`config.mk`:
```
export PLATFORM = sky130hd
export DESIGN_NAME = reclose_breaker_supervision
export DESIGN_NICKNAME = d
export VERILOG_FILES = /design/src/design/reclose_pkg.sv /design/src/design/timer_if.sv /design/src/design/cycle_timer.sv /design/src/design/cycle_stage_ctrl.sv /design/src/design/reclose_breaker_supervision.sv
export SDC_FILE = /design/constraint.sdc
export NUM_CORES = 1
export LEC_CHECK = 0
export ABC_CLOCK_PERIOD_IN_PS = 3640
export BUFFER_PORTS_ARGS = -buffer_cell sky130_fd_sc_hd__buf_2
export CORE_MARGIN = 3
export CORE_UTILIZATION = 55
export DETAILED_ROUTE_END_ITERATION = 7
export PLACE_DENSITY = 0.85
export REMOVE_ABC_BUFFERS = 1
export SLEW_MARGIN = 5
export SYNTH_ARGS = -nofsm -noshare
export SYNTH_HDL_FRONTEND = slang
export SYNTH_HIERARCHICAL = 1
export SYNTH_SLANG_ARGS = --single-unit
```
`constraint.sdc`:
```
create_clock -name clk -period 3.64 [get_ports clk]
set_input_delay 0.728 -clock clk [delete_from_list [all_inputs] [get_ports clk]]
set_output_delay 0.728 -clock clk [all_outputs]
set_load 0.005 [all_outputs]
```
`src/design/reclose_pkg.sv`:
```
// Constants, modes and states for the reclose supervision block.
// Assumes all timers count one internal tick input of the core clock.
package reclose_pkg;
  // ==========================================================
  // Sizes
  localparam int TIMER_W = 16;
  localparam int NUM_CYC = 4;
  localparam int NUM_STG = 4;
  localparam int NUM_TMR = 6;
  // ==========================================================
  // Timer slots
  localparam int T_MON = 0;
  localparam int T_CBR = 1;
  localparam int T_DEAD = 2;
  localparam int T_EXT = 3;
  localparam int T_RST = 4;
  localparam int T_BLK = 5;
  // ==========================================================
  // Stage modes and check selector
  localparam logic [1:0] MODE_DELAY = 2'h0;
  localparam logic [1:0] MODE_INSTANT = 2'h1;
  localparam logic [1:0] MODE_BLOCK = 2'h2;
  localparam logic CHECK_EACH = 1'b1;
  // ==========================================================
  // Reset values and limits
  localparam logic [1:0] CYC_START = 2'h0;
  localparam logic [1:0] CYC_LAST = 2'h3;
  localparam logic [2:0] REC_ZERO = 3'h0;
  localparam logic [2:0] REC_ONE = 3'h1;
  typedef enum logic [5:0] {
    ST_NORMAL = 6'h01,
    ST_TRIP = 6'h02,
    ST_DEAD = 6'h04,
    ST_EXT = 6'h08,
    ST_RESTR = 6'h10,
    ST_BLOCK = 6'h20
  } state_t;
endpackage

```
`src/design/timer_if.sv`:
```
// Interface between the sequencer and one supervision timer.
// Assumes the controller drives start, stop and limit.
`timescale 1ns/1ps
`default_nettype none
interface timer_if #(parameter int W = 16);
  logic start;
  logic stop;
  logic [W-1:0] limit;
  logic busy;
  logic expired;
  modport ctl (output start, output stop, output limit,
    input busy, input expired);
  modport tmr (input start, input stop, input limit,
    output busy, output expired);
endinterface
`default_nettype wire

```
`src/design/cycle_timer.sv`:
```
// One tick-based supervision timer.
// Assumes tick is a one-cycle pulse in the clk domain.
`timescale 1ns/1ps
`default_nettype none
module cycle_timer
  import reclose_pkg::*;
#(
  parameter int W = TIMER_W
)
(
  input wire logic clk,
  input wire logic rst_b,
  input wire logic tick,
  timer_if.tmr t
);
  logic [W-1:0] cnt_q;
  logic act_q;
  // ==========================================================
  // Counter
  // Expired holds as a level so the sequencer cannot miss it
  assign t.busy = act_q;
  assign t.expired = act_q && (cnt_q >= t.limit);
  always_ff @(posedge clk or negedge rst_b)
  begin
    if (!rst_b)
    begin
      cnt_q <= '0;
      act_q <= 1'b0;
    end
    else if (t.start)
    begin
      cnt_q <= '0;
      act_q <= 1'b1;
    end
    else if (t.stop)
      act_q <= 1'b0;
    else if (act_q && tick && !t.expired)
      cnt_q <= cnt_q + 1'b1;
  end
endmodule
`default_nettype wire

```
`src/design/cycle_stage_ctrl.sv`:
```
// Per-cycle control of overcurrent stages and zone release.
// Assumes cfg holds two mode bits per stage per cycle.
`timescale 1ns/1ps
`default_nettype none
module cycle_stage_ctrl
  import reclose_pkg::*;
#(
  parameter int NS = NUM_STG
)
(
  input wire logic [1:0] cycle,
  input wire logic ready,
  input wire logic [NUM_CYC*NS*2-1:0] cfg,
  input wire logic [1:0] high_only_ready,
  output logic [NS-1:0] instant,
  output logic [NS-1:0] blocked,
  output logic [1:0] high_en,
  output logic [NUM_CYC-1:0] zone_rel
);
  // ==========================================================
  // Stage modes
  genvar i;
  generate
    for (i = 0; i < NS; i++)
    begin : g_stg
      logic [1:0] m;
      assign m = cfg[(32'(cycle) * NS + i) * 2 +: 2];
      assign instant[i] = (m == MODE_INSTANT);
      assign blocked[i] = (m == MODE_BLOCK);
    end
  endgenerate
  // ==========================================================
  // High-set release and zone indication
  assign high_en = ~high_only_ready | {2{ready}};
  assign zone_rel = 4'h1 << cycle;
endmodule
`default_nettype wire

```
`src/design/reclose_breaker_supervision.sv`:
```
// Breaker supervision and cycle control for an auto-reclose sequencer.
// Assumes synchronous inputs, tick pulses and settings in tick counts.
`timescale 1ns/1ps
`default_nettype none
module reclose_breaker_supervision
  import reclose_pkg::*;
#(
  parameter int TW = TIMER_W,
  parameter int NS = NUM_STG
)
(
  input wire logic clk,
  input wire logic rst_b,
  input wire logic tick,
  input wire logic trip_cmd,
  input wire logic breaker_open,
  input wire logic breaker_ready_input,
  input wire logic sync_ok,
  input wire logic low_set_pickup,
  input wire logic ext_block,
  input wire logic zone_seq_en,
  input wire logic breaker_check_select,
  input wire logic trip_mon_infinite,
  input wire logic cold_load_on_ready,
  input wire logic [2:0] max_reclose,
  input wire logic [TW-1:0] dead_time_set,
  input wire logic [TW-1:0] breaker_ready_timeout,
  input wire logic [TW-1:0] dead_time_extension_limit,
  input wire logic [TW-1:0] trip_mon_set,
  input wire logic [TW-1:0] restraint_set,
  input wire logic [TW-1:0] dyn_block_set,
  input wire logic [NUM_CYC*NS*2-1:0] stage_mode_cfg,
  input wire logic [1:0] high_set_only_ready,
  output logic close_cmd_q,
  output logic dynamic_block_flag_q,
  output logic reclose_ready_state_q,
  output logic cold_load_enable_q,
  output logic dead_ext_q,
  output logic [1:0] cycle_q,
  output logic [NS-1:0] stage_instant_q,
  output logic [NS-1:0] stage_block_q,
  output logic [1:0] high_set_enable_q,
  output logic [NUM_CYC-1:0] cycle_zone_release_q
);
  state_t state_q;
  logic [2:0] rec_cnt_q;
  logic trip_q;
  logic zs_pick_q;
  logic new_cause_q;
  logic [NS-1:0] inst_c;
  logic [NS-1:0] blk_c;
  logic [1:0] hs_c;
  logic [NUM_CYC-1:0] zr_c;
  logic st_normal;
  logic st_trip;
  logic st_dead;
  logic st_ext;
  logic st_restr;
  logic st_block;
  logic active;
  logic trip_rise;
  logic ready_ok;
  logic cb_wait;
  logic close_go;
  logic zs_adv;
  logic go_block;
  logic blk_restart;
  logic more_cycles;

  // ==========================================================
  // Timers
  timer_if #(.W(TW)) tmr[NUM_TMR] ();
  genvar gi;
  generate
    for (gi = 0; gi < NUM_TMR; gi++)
    begin : g_tmr
      cycle_timer #(.W(TW)) u_tmr (
        .clk(clk),
        .rst_b(rst_b),
        .tick(tick),
        .t(tmr[gi])
      );
    end
  endgenerate

  // ==========================================================
  // Decode
  assign st_normal = (state_q == ST_NORMAL);
  assign st_trip = (state_q == ST_TRIP);
  assign st_dead = (state_q == ST_DEAD);
  assign st_ext = (state_q == ST_EXT);
  assign st_restr = (state_q == ST_RESTR);
  assign st_block = (state_q == ST_BLOCK);
  assign active = st_trip | st_dead | st_ext | st_restr;
  assign trip_rise = trip_cmd && !trip_q;
  // Without a check the ready input is ignored entirely
  assign ready_ok = (breaker_check_select != CHECK_EACH) ||
    breaker_ready_input;
  assign cb_wait = !ready_ok;
  assign more_cycles = (rec_cnt_q < max_reclose);
  // Pending until ready and no ready timeout still running
  assign close_go = st_ext && sync_ok && ready_ok &&
    !tmr[T_CBR].busy;
  assign zs_adv = zone_seq_en && zs_pick_q && !low_set_pickup &&
    !trip_cmd && (st_normal || st_restr);
  assign go_block =
    (st_normal && trip_rise && cb_wait) ||
    (st_normal && trip_rise && (max_reclose == REC_ZERO)) ||
    (st_restr && trip_rise && !more_cycles) ||
    (active && tmr[T_CBR].expired) ||
    (st_ext && tmr[T_EXT].expired && !close_go) ||
    (st_trip && tmr[T_MON].expired) ||
    (active && ext_block);
  assign blk_restart = tmr[T_BLK].expired &&
    (ext_block || cb_wait || new_cause_q);

  // ==========================================================
  // Timer control
  assign tmr[T_MON].limit = trip_mon_set;
  assign tmr[T_MON].start = trip_rise && !trip_mon_infinite &&
    (st_normal || st_restr) && !go_block;
  assign tmr[T_MON].stop = breaker_open || trip_mon_infinite ||
    !st_trip;

  assign tmr[T_CBR].limit = breaker_ready_timeout;
  assign tmr[T_CBR].start = active && cb_wait &&
    !tmr[T_CBR].busy;
  assign tmr[T_CBR].stop = !cb_wait || !active;

  assign tmr[T_DEAD].limit = dead_time_set;
  assign tmr[T_DEAD].start = st_trip && breaker_open && !go_block;
  assign tmr[T_DEAD].stop = !st_dead;

  assign tmr[T_EXT].limit = dead_time_extension_limit;
  assign tmr[T_EXT].start = st_dead && tmr[T_DEAD].expired &&
    !go_block;
  assign tmr[T_EXT].stop = !st_ext || close_go;

  assign tmr[T_RST].limit = restraint_set;
  assign tmr[T_RST].start = (close_go && !go_block) ||
    (zs_adv && !go_block);
  assign tmr[T_RST].stop = !st_restr;

  assign tmr[T_BLK].limit = dyn_block_set;
  assign tmr[T_BLK].start = go_block || (st_block && blk_restart);
  assign tmr[T_BLK].stop = !st_block;

  // ==========================================================
  // Sequencer
  always_ff @(posedge clk or negedge rst_b)
  begin
    if (!rst_b)
      state_q <= ST_NORMAL;
    else if (go_block)
      state_q <= ST_BLOCK;
    else
    begin
      case (state_q)
        ST_NORMAL:
        begin
          if (trip_rise)
            state_q <= ST_TRIP;
          else if (zs_adv)
            state_q <= ST_RESTR;
        end
        ST_TRIP:
        begin
          if (breaker_open)
            state_q <= ST_DEAD;
        end
        ST_DEAD:
        begin
          if (tmr[T_DEAD].expired)
            state_q <= ST_EXT;
        end
        ST_EXT:
        begin
          if (close_go)
            state_q <= ST_RESTR;
        end
        ST_RESTR:
        begin
          if (trip_rise)
            state_q <= ST_TRIP;
          else if (tmr[T_RST].expired && !zs_adv)
            state_q <= ST_NORMAL;
        end
        ST_BLOCK:
        begin
          if (tmr[T_BLK].expired && !blk_restart)
            state_q <= ST_NORMAL;
        end
        default: state_q <= ST_NORMAL;
      endcase
    end
  end

  // ==========================================================
  // Cycle and attempt counters
  // Counter saturates so later cycles reuse the fourth set
  always_ff @(posedge clk or negedge rst_b)
  begin
    if (!rst_b)
    begin
      cycle_q <= CYC_START;
      rec_cnt_q <= REC_ZERO;
    end
    else if (st_normal && !zs_adv)
    begin
      cycle_q <= CYC_START;
      rec_cnt_q <= REC_ZERO;
    end
    else if (tmr[T_RST].start)
    begin
      if (cycle_q != CYC_LAST)
        cycle_q <= cycle_q + 2'h1;
      if (rec_cnt_q != 3'h7)
        rec_cnt_q <= rec_cnt_q + REC_ONE;
    end
  end

  // ==========================================================
  // Edge and cause tracking
  always_ff @(posedge clk or negedge rst_b)
  begin
    if (!rst_b)
      trip_q <= 1'b0;
    else
      trip_q <= trip_cmd;
  end

  // Pickup seen without trip arms the zone step
  always_ff @(posedge clk or negedge rst_b)
  begin
    if (!rst_b)
      zs_pick_q <= 1'b0;
    else if (trip_cmd || !zone_seq_en || zs_adv)
      zs_pick_q <= 1'b0;
    else if (low_set_pickup && (st_normal || st_restr))
      zs_pick_q <= 1'b1;
  end

  // New cause during blocking wins over the clear at restart
  always_ff @(posedge clk or negedge rst_b)
  begin
    if (!rst_b)
      new_cause_q <= 1'b0;
    else if (st_block && (trip_rise || ext_block))
      new_cause_q <= 1'b1;
    else if (tmr[T_BLK].start || !st_block)
      new_cause_q <= 1'b0;
  end

  // ==========================================================
  // Stage control
  cycle_stage_ctrl #(.NS(NS)) u_stage (
    .cycle(cycle_q),
    .ready(st_normal),
    .cfg(stage_mode_cfg),
    .high_only_ready(high_set_only_ready),
    .instant(inst_c),
    .blocked(blk_c),
    .high_en(hs_c),
    .zone_rel(zr_c)
  );

  // ==========================================================
  // Registered outputs
  always_ff @(posedge clk or negedge rst_b)
  begin
    if (!rst_b)
    begin
      close_cmd_q <= 1'b0;
      dynamic_block_flag_q <= 1'b0;
      reclose_ready_state_q <= 1'b0;
      cold_load_enable_q <= 1'b0;
      dead_ext_q <= 1'b0;
    end
    else
    begin
      close_cmd_q <= close_go && !go_block;
      dynamic_block_flag_q <= go_block || (st_block &&
        !(tmr[T_BLK].expired && !blk_restart));
      reclose_ready_state_q <= st_normal;
      cold_load_enable_q <= cold_load_on_ready ? st_normal :
        !st_normal;
      dead_ext_q <= st_ext;
    end
  end

  always_ff @(posedge clk or negedge rst_b)
  begin
    if (!rst_b)
    begin
      stage_instant_q <= '0;
      stage_block_q <= '0;
      high_set_enable_q <= 2'h0;
      cycle_zone_release_q <= 4'h0;
    end
    else
    begin
      stage_instant_q <= inst_c;
      stage_block_q <= blk_c;
      high_set_enable_q <= hs_c;
      cycle_zone_release_q <= zr_c;
    end
  end
endmodule
`default_nettype wire

```
Word level (Yosys, flattened, before mapping)
Cells that the tools add are included.
- $add $sub $neg: 11
- order comparisons: 7
- equality and inequality tests: 28
- shift-type cells: 5
- multiplexer cells: 51
- bitwise logic cells: 6
- reductions and logical operators: 127
- operators with widths (operator ; number):
    two-way mux 16 bit ; 18
    variable part select 32 x 33 -> 2 bit ; 3
    adder 16 x 1 -> 16 bit, second input constant ; 6
    greater-or-equal comparator 16 bit ; 6
    logical AND 1 bit ; 55
    two-way mux 6 bit ; 9
    one-hot mux 6 bit (6 select lines) ; 1
    nonzero test 2 bit ; 17
    variable part select 32 x 6 -> 2 bit ; 1
    logical NOT 1 bit ; 24
    logical OR 1 bit ; 21
    two-way mux 1 bit ; 17
    AND reduction 2 bit ; 8
    != test 2 x 1 -> 1 bit, second input constant ; 6
    adder 4 x 2 -> 5 bit, second input constant ; 2
    two-way mux 3 bit ; 3
    != test 3 x 1 -> 1 bit, second input constant ; 3
    == test 2 x 1 -> 1 bit, second input constant ; 4
    == test 2 bit, second input constant ; 4
    != test 4 x 1 -> 1 bit, second input constant ; 2
    == test 6 x 1 -> 1 bit, second input constant ; 1
    == test 6 x 2 -> 1 bit, second input constant ; 1
    == test 6 x 3 -> 1 bit, second input constant ; 1
    == test 6 x 4 -> 1 bit, second input constant ; 1
    17 further kinds ; 21
- flip-flop bits (word level): 135
- input bits: 146
- output and inout port bits: 21

Longest topological paths before layout
- depth after elaboration: 15
- depth in mapped cells: 14
- mapped depth without buffers: 12

Hierarchy
Netlist, hierarchy kept.
- by module, submodules not included (module ; instances ; cells each ; area an instance (um^2)):
    cycle_timer (g_tmr[0].u_tmr ...) ; 5 ; 148 ; 1323.8
    reclose_breaker_supervision ; 1 ; 139 ; 1591.5
    cycle_timer (g_tmr[3].u_tmr) ; 1 ; 150 ; 1303.8
    cycle_stage_ctrl ; 1 ; 24 ; 290.3

Least setup slack after synthesis
No wires, ideal clock.
- path kind: input to register
- start point: input breaker_ready_timeout[13]
- end point: register g_tmr[5].u_tmr.cnt_q[2]
- setup time: 125 ps
- arrival: 3427 ps
- required time: 3515 ps
- slack: 88 ps
- cell stages on the path: 14
- cells stage by stage: inv_1 > ha_1 > nand4_1 > nor3_2 > or4b_4 > and3_4 > a21boi_0 > nor2_1 > o221ai_2 > buf_2 > a41o_1 > buf_6 > and2b_2 > mux2_4
- longest elaborated chain between the ends: 10
- elaborated cells on any way between the ends: 12
- those cells by class: 1 x order compare; 1 x mux; 10 x reduce/logical
- ends and longest elaborated chain (item ; line ; RTL):
    start, declared ; reclose_breaker_supervision.sv:27 ; input wire logic [TW-1:0] breaker_ready_timeout,
    greater-or-equal comparator 16 bit * ; cycle_timer.sv:22 ; assign t.expired = act_q && (cnt_q >= t.limit);
    logical AND 1 bit * ; cycle_timer.sv:22 ;
    via tmr[1].expired ; timer_if.sv:10 ; logic expired;
    logical AND 1 bit * ; reclose_breaker_supervision.sv:110 ; (active && tmr[T_CBR].expired) ||
    logical OR 1 bit * ; reclose_breaker_supervision.sv:109 ; (st_restr && trip_rise && !more_cycles) ||
    logical OR 1 bit * ; reclose_breaker_supervision.sv:110 ;
    logical OR 1 bit * ; reclose_breaker_supervision.sv:111 ; (st_ext && tmr[T_EXT].expired && !close_go) ||
    logical OR 1 bit * ; reclose_breaker_supervision.sv:112 ; (st_trip && tmr[T_MON].expired) ||
    logical OR 1 bit * ; reclose_breaker_supervision.sv:145 ; assign tmr[T_BLK].start = go_block || (st_block && blk_restart);
    via tmr[5].start ; timer_if.sv:6 ; logic start;
    nonzero test 2 bit (no source line) ; - ;
    AND reduction 2 bit (no source line) ; - ;
    end signal, assigned ; cycle_timer.sv:38 ; cnt_q <= cnt_q + 1'b1;
    end, declared ; cycle_timer.sv:16 ; logic [W-1:0] cnt_q;
The timed path passes the listed nets; every way through them passes the cells marked *.
A chain may end at the register's enable or synchronous reset.

Worst setup path after layout
- start point: register g_tmr[1].u_tmr.cnt_q[13]
- end point: register g_tmr[2].u_tmr.cnt_q[8]
- longest elaborated chain between the ends: 11
- elaborated cells on any way between the ends: 13
- those cells by class: 1 x order compare; 1 x mux; 11 x reduce/logical
- ends and longest elaborated chain (item ; line ; RTL):
    start, declared ; cycle_timer.sv:16 ;
    start signal, assigned ; cycle_timer.sv:38 ;
    greater-or-equal comparator 16 bit * ; cycle_timer.sv:22 ;
    logical AND 1 bit * ; cycle_timer.sv:22 ;
    via tmr[1].expired ; timer_if.sv:10 ;
    logical AND 1 bit * ; reclose_breaker_supervision.sv:110 ;
    logical OR 1 bit * ; reclose_breaker_supervision.sv:109 ;
    logical OR 1 bit * ; reclose_breaker_supervision.sv:110 ;
    logical OR 1 bit * ; reclose_breaker_supervision.sv:111 ;
    logical OR 1 bit * ; reclose_breaker_supervision.sv:112 ;
    logical NOT 1 bit * ; reclose_breaker_supervision.sv:131 ; assign tmr[T_DEAD].start = st_trip && breaker_open && !go_block;
    logical AND 1 bit * ; reclose_breaker_supervision.sv:131 ;
    via tmr[2].start ; timer_if.sv:6 ;
    nonzero test 2 bit (no source line) ; - ;
    AND reduction 2 bit (no source line) ; - ;
    end signal, assigned ; cycle_timer.sv:38 ;
    end, declared ; cycle_timer.sv:16 ;
Marks and branches as above.

==> results.py <==
metrics = {
    "status": {
        "status": "completed",
    },
    "floorplan": {
        "row_count": 48,
        "ios": 167,
        "start_util_pct": 56.5,
        "die-area_um2": 19500,
        "die_h_um": 140,
        "core_area_um2": 17400,
        "die_w_um": 140,
    },
    "drt": {
        "via_count": 8356,
        "wl_met1_um": 9090,
        "wl_met3_um": 1490,
        "drt_first_pass_iters": 5,
        "ant_nets": 0,
        "wire_per_inst_um": 15.0,
        "post-route-drc-count": 0,
        "first_iter_violations": 365,
        "top_layer": "met5",
        "route.met2.wl_um": 11000,
        "routed_wl_um": 22100,
        "vias_per_cell": 5.70,
    },
    "clock_network": {
        "cts-root-buf": "clkbuf_16",
        "cts_resized": 0,
        "cts_max_level": 4,
        "numCtsBuffers": 17,
        "clkLatencyLatePin_ns": 0.42,
        "clkTransAtPathRegs_ns": 0.06,
        "clock_sink_count": 135,
        "cts_setup_buffers": 0,
        "hold_buffers": 0,
        "cts_tree": "done",
        "clk_path_buf_depth": 2,
    },
    "logic_synthesis": {
        "syn_inst": 1053,
        "async_flop_share_pct": 100,
        "syn_area_per_cell_um2": 9.31,
        "yosysSeqAreaShare_pct": 34.5,
        "yosys_warnings": 6,
        "synth_top_area_share_pct": 34.2,
        "netlist_area_um2": 9800,
        "synth.area.top_cells": "dfrtp_1, ha_1, a21oi_1",
        "yosysUniqueCellTypes": 74,
        "ys.flop_type": "dfrtp_1",
        "ys_ff_latch": 135,
        "netlist.top_cell.by_area": "dfrtp_1",
        "synth_edf_count": 0,
    },
    "worst_setup_path": {
        "start_kind": "register",
        "cp-end-kind": "register",
        "crit_fanout": 15,
        "cp.arrival_ns": 3.74,
        "critical_path_class": "reg -> reg",
        "cp_data_required_time_ns": 3.98,
    },
    "global_route": {
        "antenna_found_initial": 3,
        "grt_max_degree": 78,
        "grt_pass1_wl_um": 37800,
        "grt.overflow.total": 0,
        "grt_pass1_vias": 8484,
        "gr-usage-all-layers_pct": 23.2,
    },
    "pwr": {
        "p_leak_nw": 5.68,
        "p_per_area_nw_per_um2": 384,
        "vdd_ir_drop_max_v": 0.000395,
    },
    "timing": {
        "rsz0062_at_grt": "no",
        "final.period_utilization_pct": 93.5,
        "period_minus_slack_ns": 3.40,
        "slew_headroom_pct": 51.2,
        "worst_slack_ns": 0.236,
        "max_freq_mhz": 294,
        "setup_viol": 0,
        "whs_ns": 0.335,
        "worst_pin_slew_ns": 0.732,
        "drv_slew": 0,
        "finClkSkew_ns": 0.00602,
        "finalHoldViolCount": 0,
    },
    "finish": {
        "fin_util_pct": 66.0,
        "area_growth_pct": 16.9,
        "finalNetCount": 1480,
        "drive_above_1_share_pct": 24.1,
    },
    "worst_hold_path": {
        "hold_path_class": "in -> async",
    },
    "placed_design": {
        "dp_hpwl_um": 16800,
        "place_ws_ns": -0.0861,
        "io_buffers": 166,
        "place.gp.congestion": 0.888,
    },
    "flow_run": {
        "max_cap_viol_count": 0,
    },
}
## cell usage after synthesis, types with 6 or more instances
| master | n |
|---|---|
| nor2_1 | 59 |
| nand2_1 | 48 |
| nor2b_1 | 13 |
| mux4_2 | 6 |
| xnor2_1 | 10 |
| or3_1 | 75 |
| xor2_1 | 6 |
| and3_1 | 7 |
| buf_6 | 13 |
| a2bb2oi_1 | 6 |
| nand3_1 | 30 |
| nand4_1 | 39 |
| a21oi_1 | 108 |
| nand2b_1 | 10 |
| and4_1 | 12 |
| mux2i_1 | 9 |
| o21ai_0 | 83 |
| ha_1 | 107 |
| dfrtp_1 | 134 |
| and3_4 | 10 |
| clkbuf_1 | 7 |
| a21o_1 | 6 |
| inv_1 | 126 |
| o21a_1 | 10 |
| nand4_2 | 7 |
| buf_2 | 9 |
## cells in the final DEF (no fill, tap or decap), drive strengths merged, types with 5 or more instances in the layout
cell type  synthesis  layout
a2111oi            5       5
nand2b            15      15
or2                6       6
xnor2             10      10
dfrtp            134     134
or3               75      75
nand2             48      48
and3              17      17
nor2b             19      19
inv              126     126
mux2i              9       9
a21o               6       6
buf               22     184
clkinv             0       6
o21a              10      10
clkbuf             7      19
o21ai             85      85
nand3             30      30
nor2              59      59
a21boi             5       5
and2b              6       6
nor3              10      10
or4b               5       5
a21oi            108     108
nand4             46      46
a2bb2oi            6       6
xor2               6       6
ha               107     107
mux4               8       8
mux2               7       7
and4              17      17
## through the flow
stage / total power [mW] / TNS (ns) / cell area [um2] / instances
finish: 4.40 / 0 / 11500 / 1466
global route: 4.62 / 0 / 11500 / 1466
CTS: 4.44 / 0 / 11500 / 1465
detailed placement: 2.65 / -2.11 / 10900 / 1433
global placement: 2.61 / 0 / 10900 / 1433
floorplan: 2.32 / -0.631 / 9590 / 1024
## report_power, final
group          leakage (nW)  switching (mW)  internal (mW)
Clock                 0.291           0.664           1.11
Combinational          3.56           0.473          0.454
Sequential             1.83           0.103           1.60
Total                  5.68            1.24           3.16
## cell type report
type | instances | area [um2]
Antenna cell | 1 | 2.50
Clock buffer | 19 | 453
Clock inverter | 13 | 154
Fill cell | 1393 | 5890
Inverter | 126 | 473
Multi-Input combinational cell | 763 | 5730
Sequential cell | 135 | 3380
Tap cell | 225 | 282
Timing Repair Buffer | 184 | 985
## kinds of logic (layout without fill, tap and decap cells)
family	after synthesis	count (layout)	share of synthesized area [%]
AO/OA/AOI/OAI	243	243	15.3
other	0	1	0
AND/OR/NAND/NOR	373	373	24.3
multiplexers	24	24	3.83
buffers and inverters	155	342	7.04
flip-flops	135	135	34.5
adder cells (fa/ha/maj)	107	107	13.7
XOR/XNOR	16	16	1.43
## layer usage
metal	up-vias	track usage, %
li1	4140	-
met1	3918	28.1
met2	251	39.8
met3	43	6.25
met4	4	8.08
met5	-	0
## state kept, by name (all words and copies together) (netlist names), 2 cells and up
signal,count
cycle_q,2
cycle_zone_release_q,4
g_tmr.u_tmr/cnt_q,96
g_tmr.u_tmr/t.busy,6
high_set_enable_q,2
rec_cnt_q,3
stage_block_q,4
stage_instant_q,4
state_q,6
## critical path, stage by stage (launching register included)
cell and delay [ns]:
dfrtp_1 0.43, ha_1 0.33, nand4_1 0.15, nor3_2 0.23
or4b_4 0.50, and3_4 0.21, a21boi_0 0.29, nor2_1 0.13
o221ai_2 0.33, buf_4 0.26, nor2_1 0.10, buf_4 0.20
a21oi_1 0.17
## worst paths after layout
kind                                               start  cells past startpoint                       to  slack [ns]
worst max register to register  g_tmr[1].u_tmr/cnt_q[13]                     12  g_tmr[2].u_tmr/cnt_q[8]        0.24
min in group clk                                trip_cmd                      1                   trip_q        0.46
worst min-delay path                               rst_b                      1  g_tmr[2].u_tmr/cnt_q[3]        0.34
worst min register to register     g_tmr[5].u_tmr/t.busy                      1    g_tmr[5].u_tmr/t.busy        0.49
worst max-delay path            g_tmr[1].u_tmr/cnt_q[13]                     12  g_tmr[2].u_tmr/cnt_q[8]        0.24
max in group asynchronous                          rst_b                      2               state_q[0]        2.49
(Power assumes the default switching activity.)
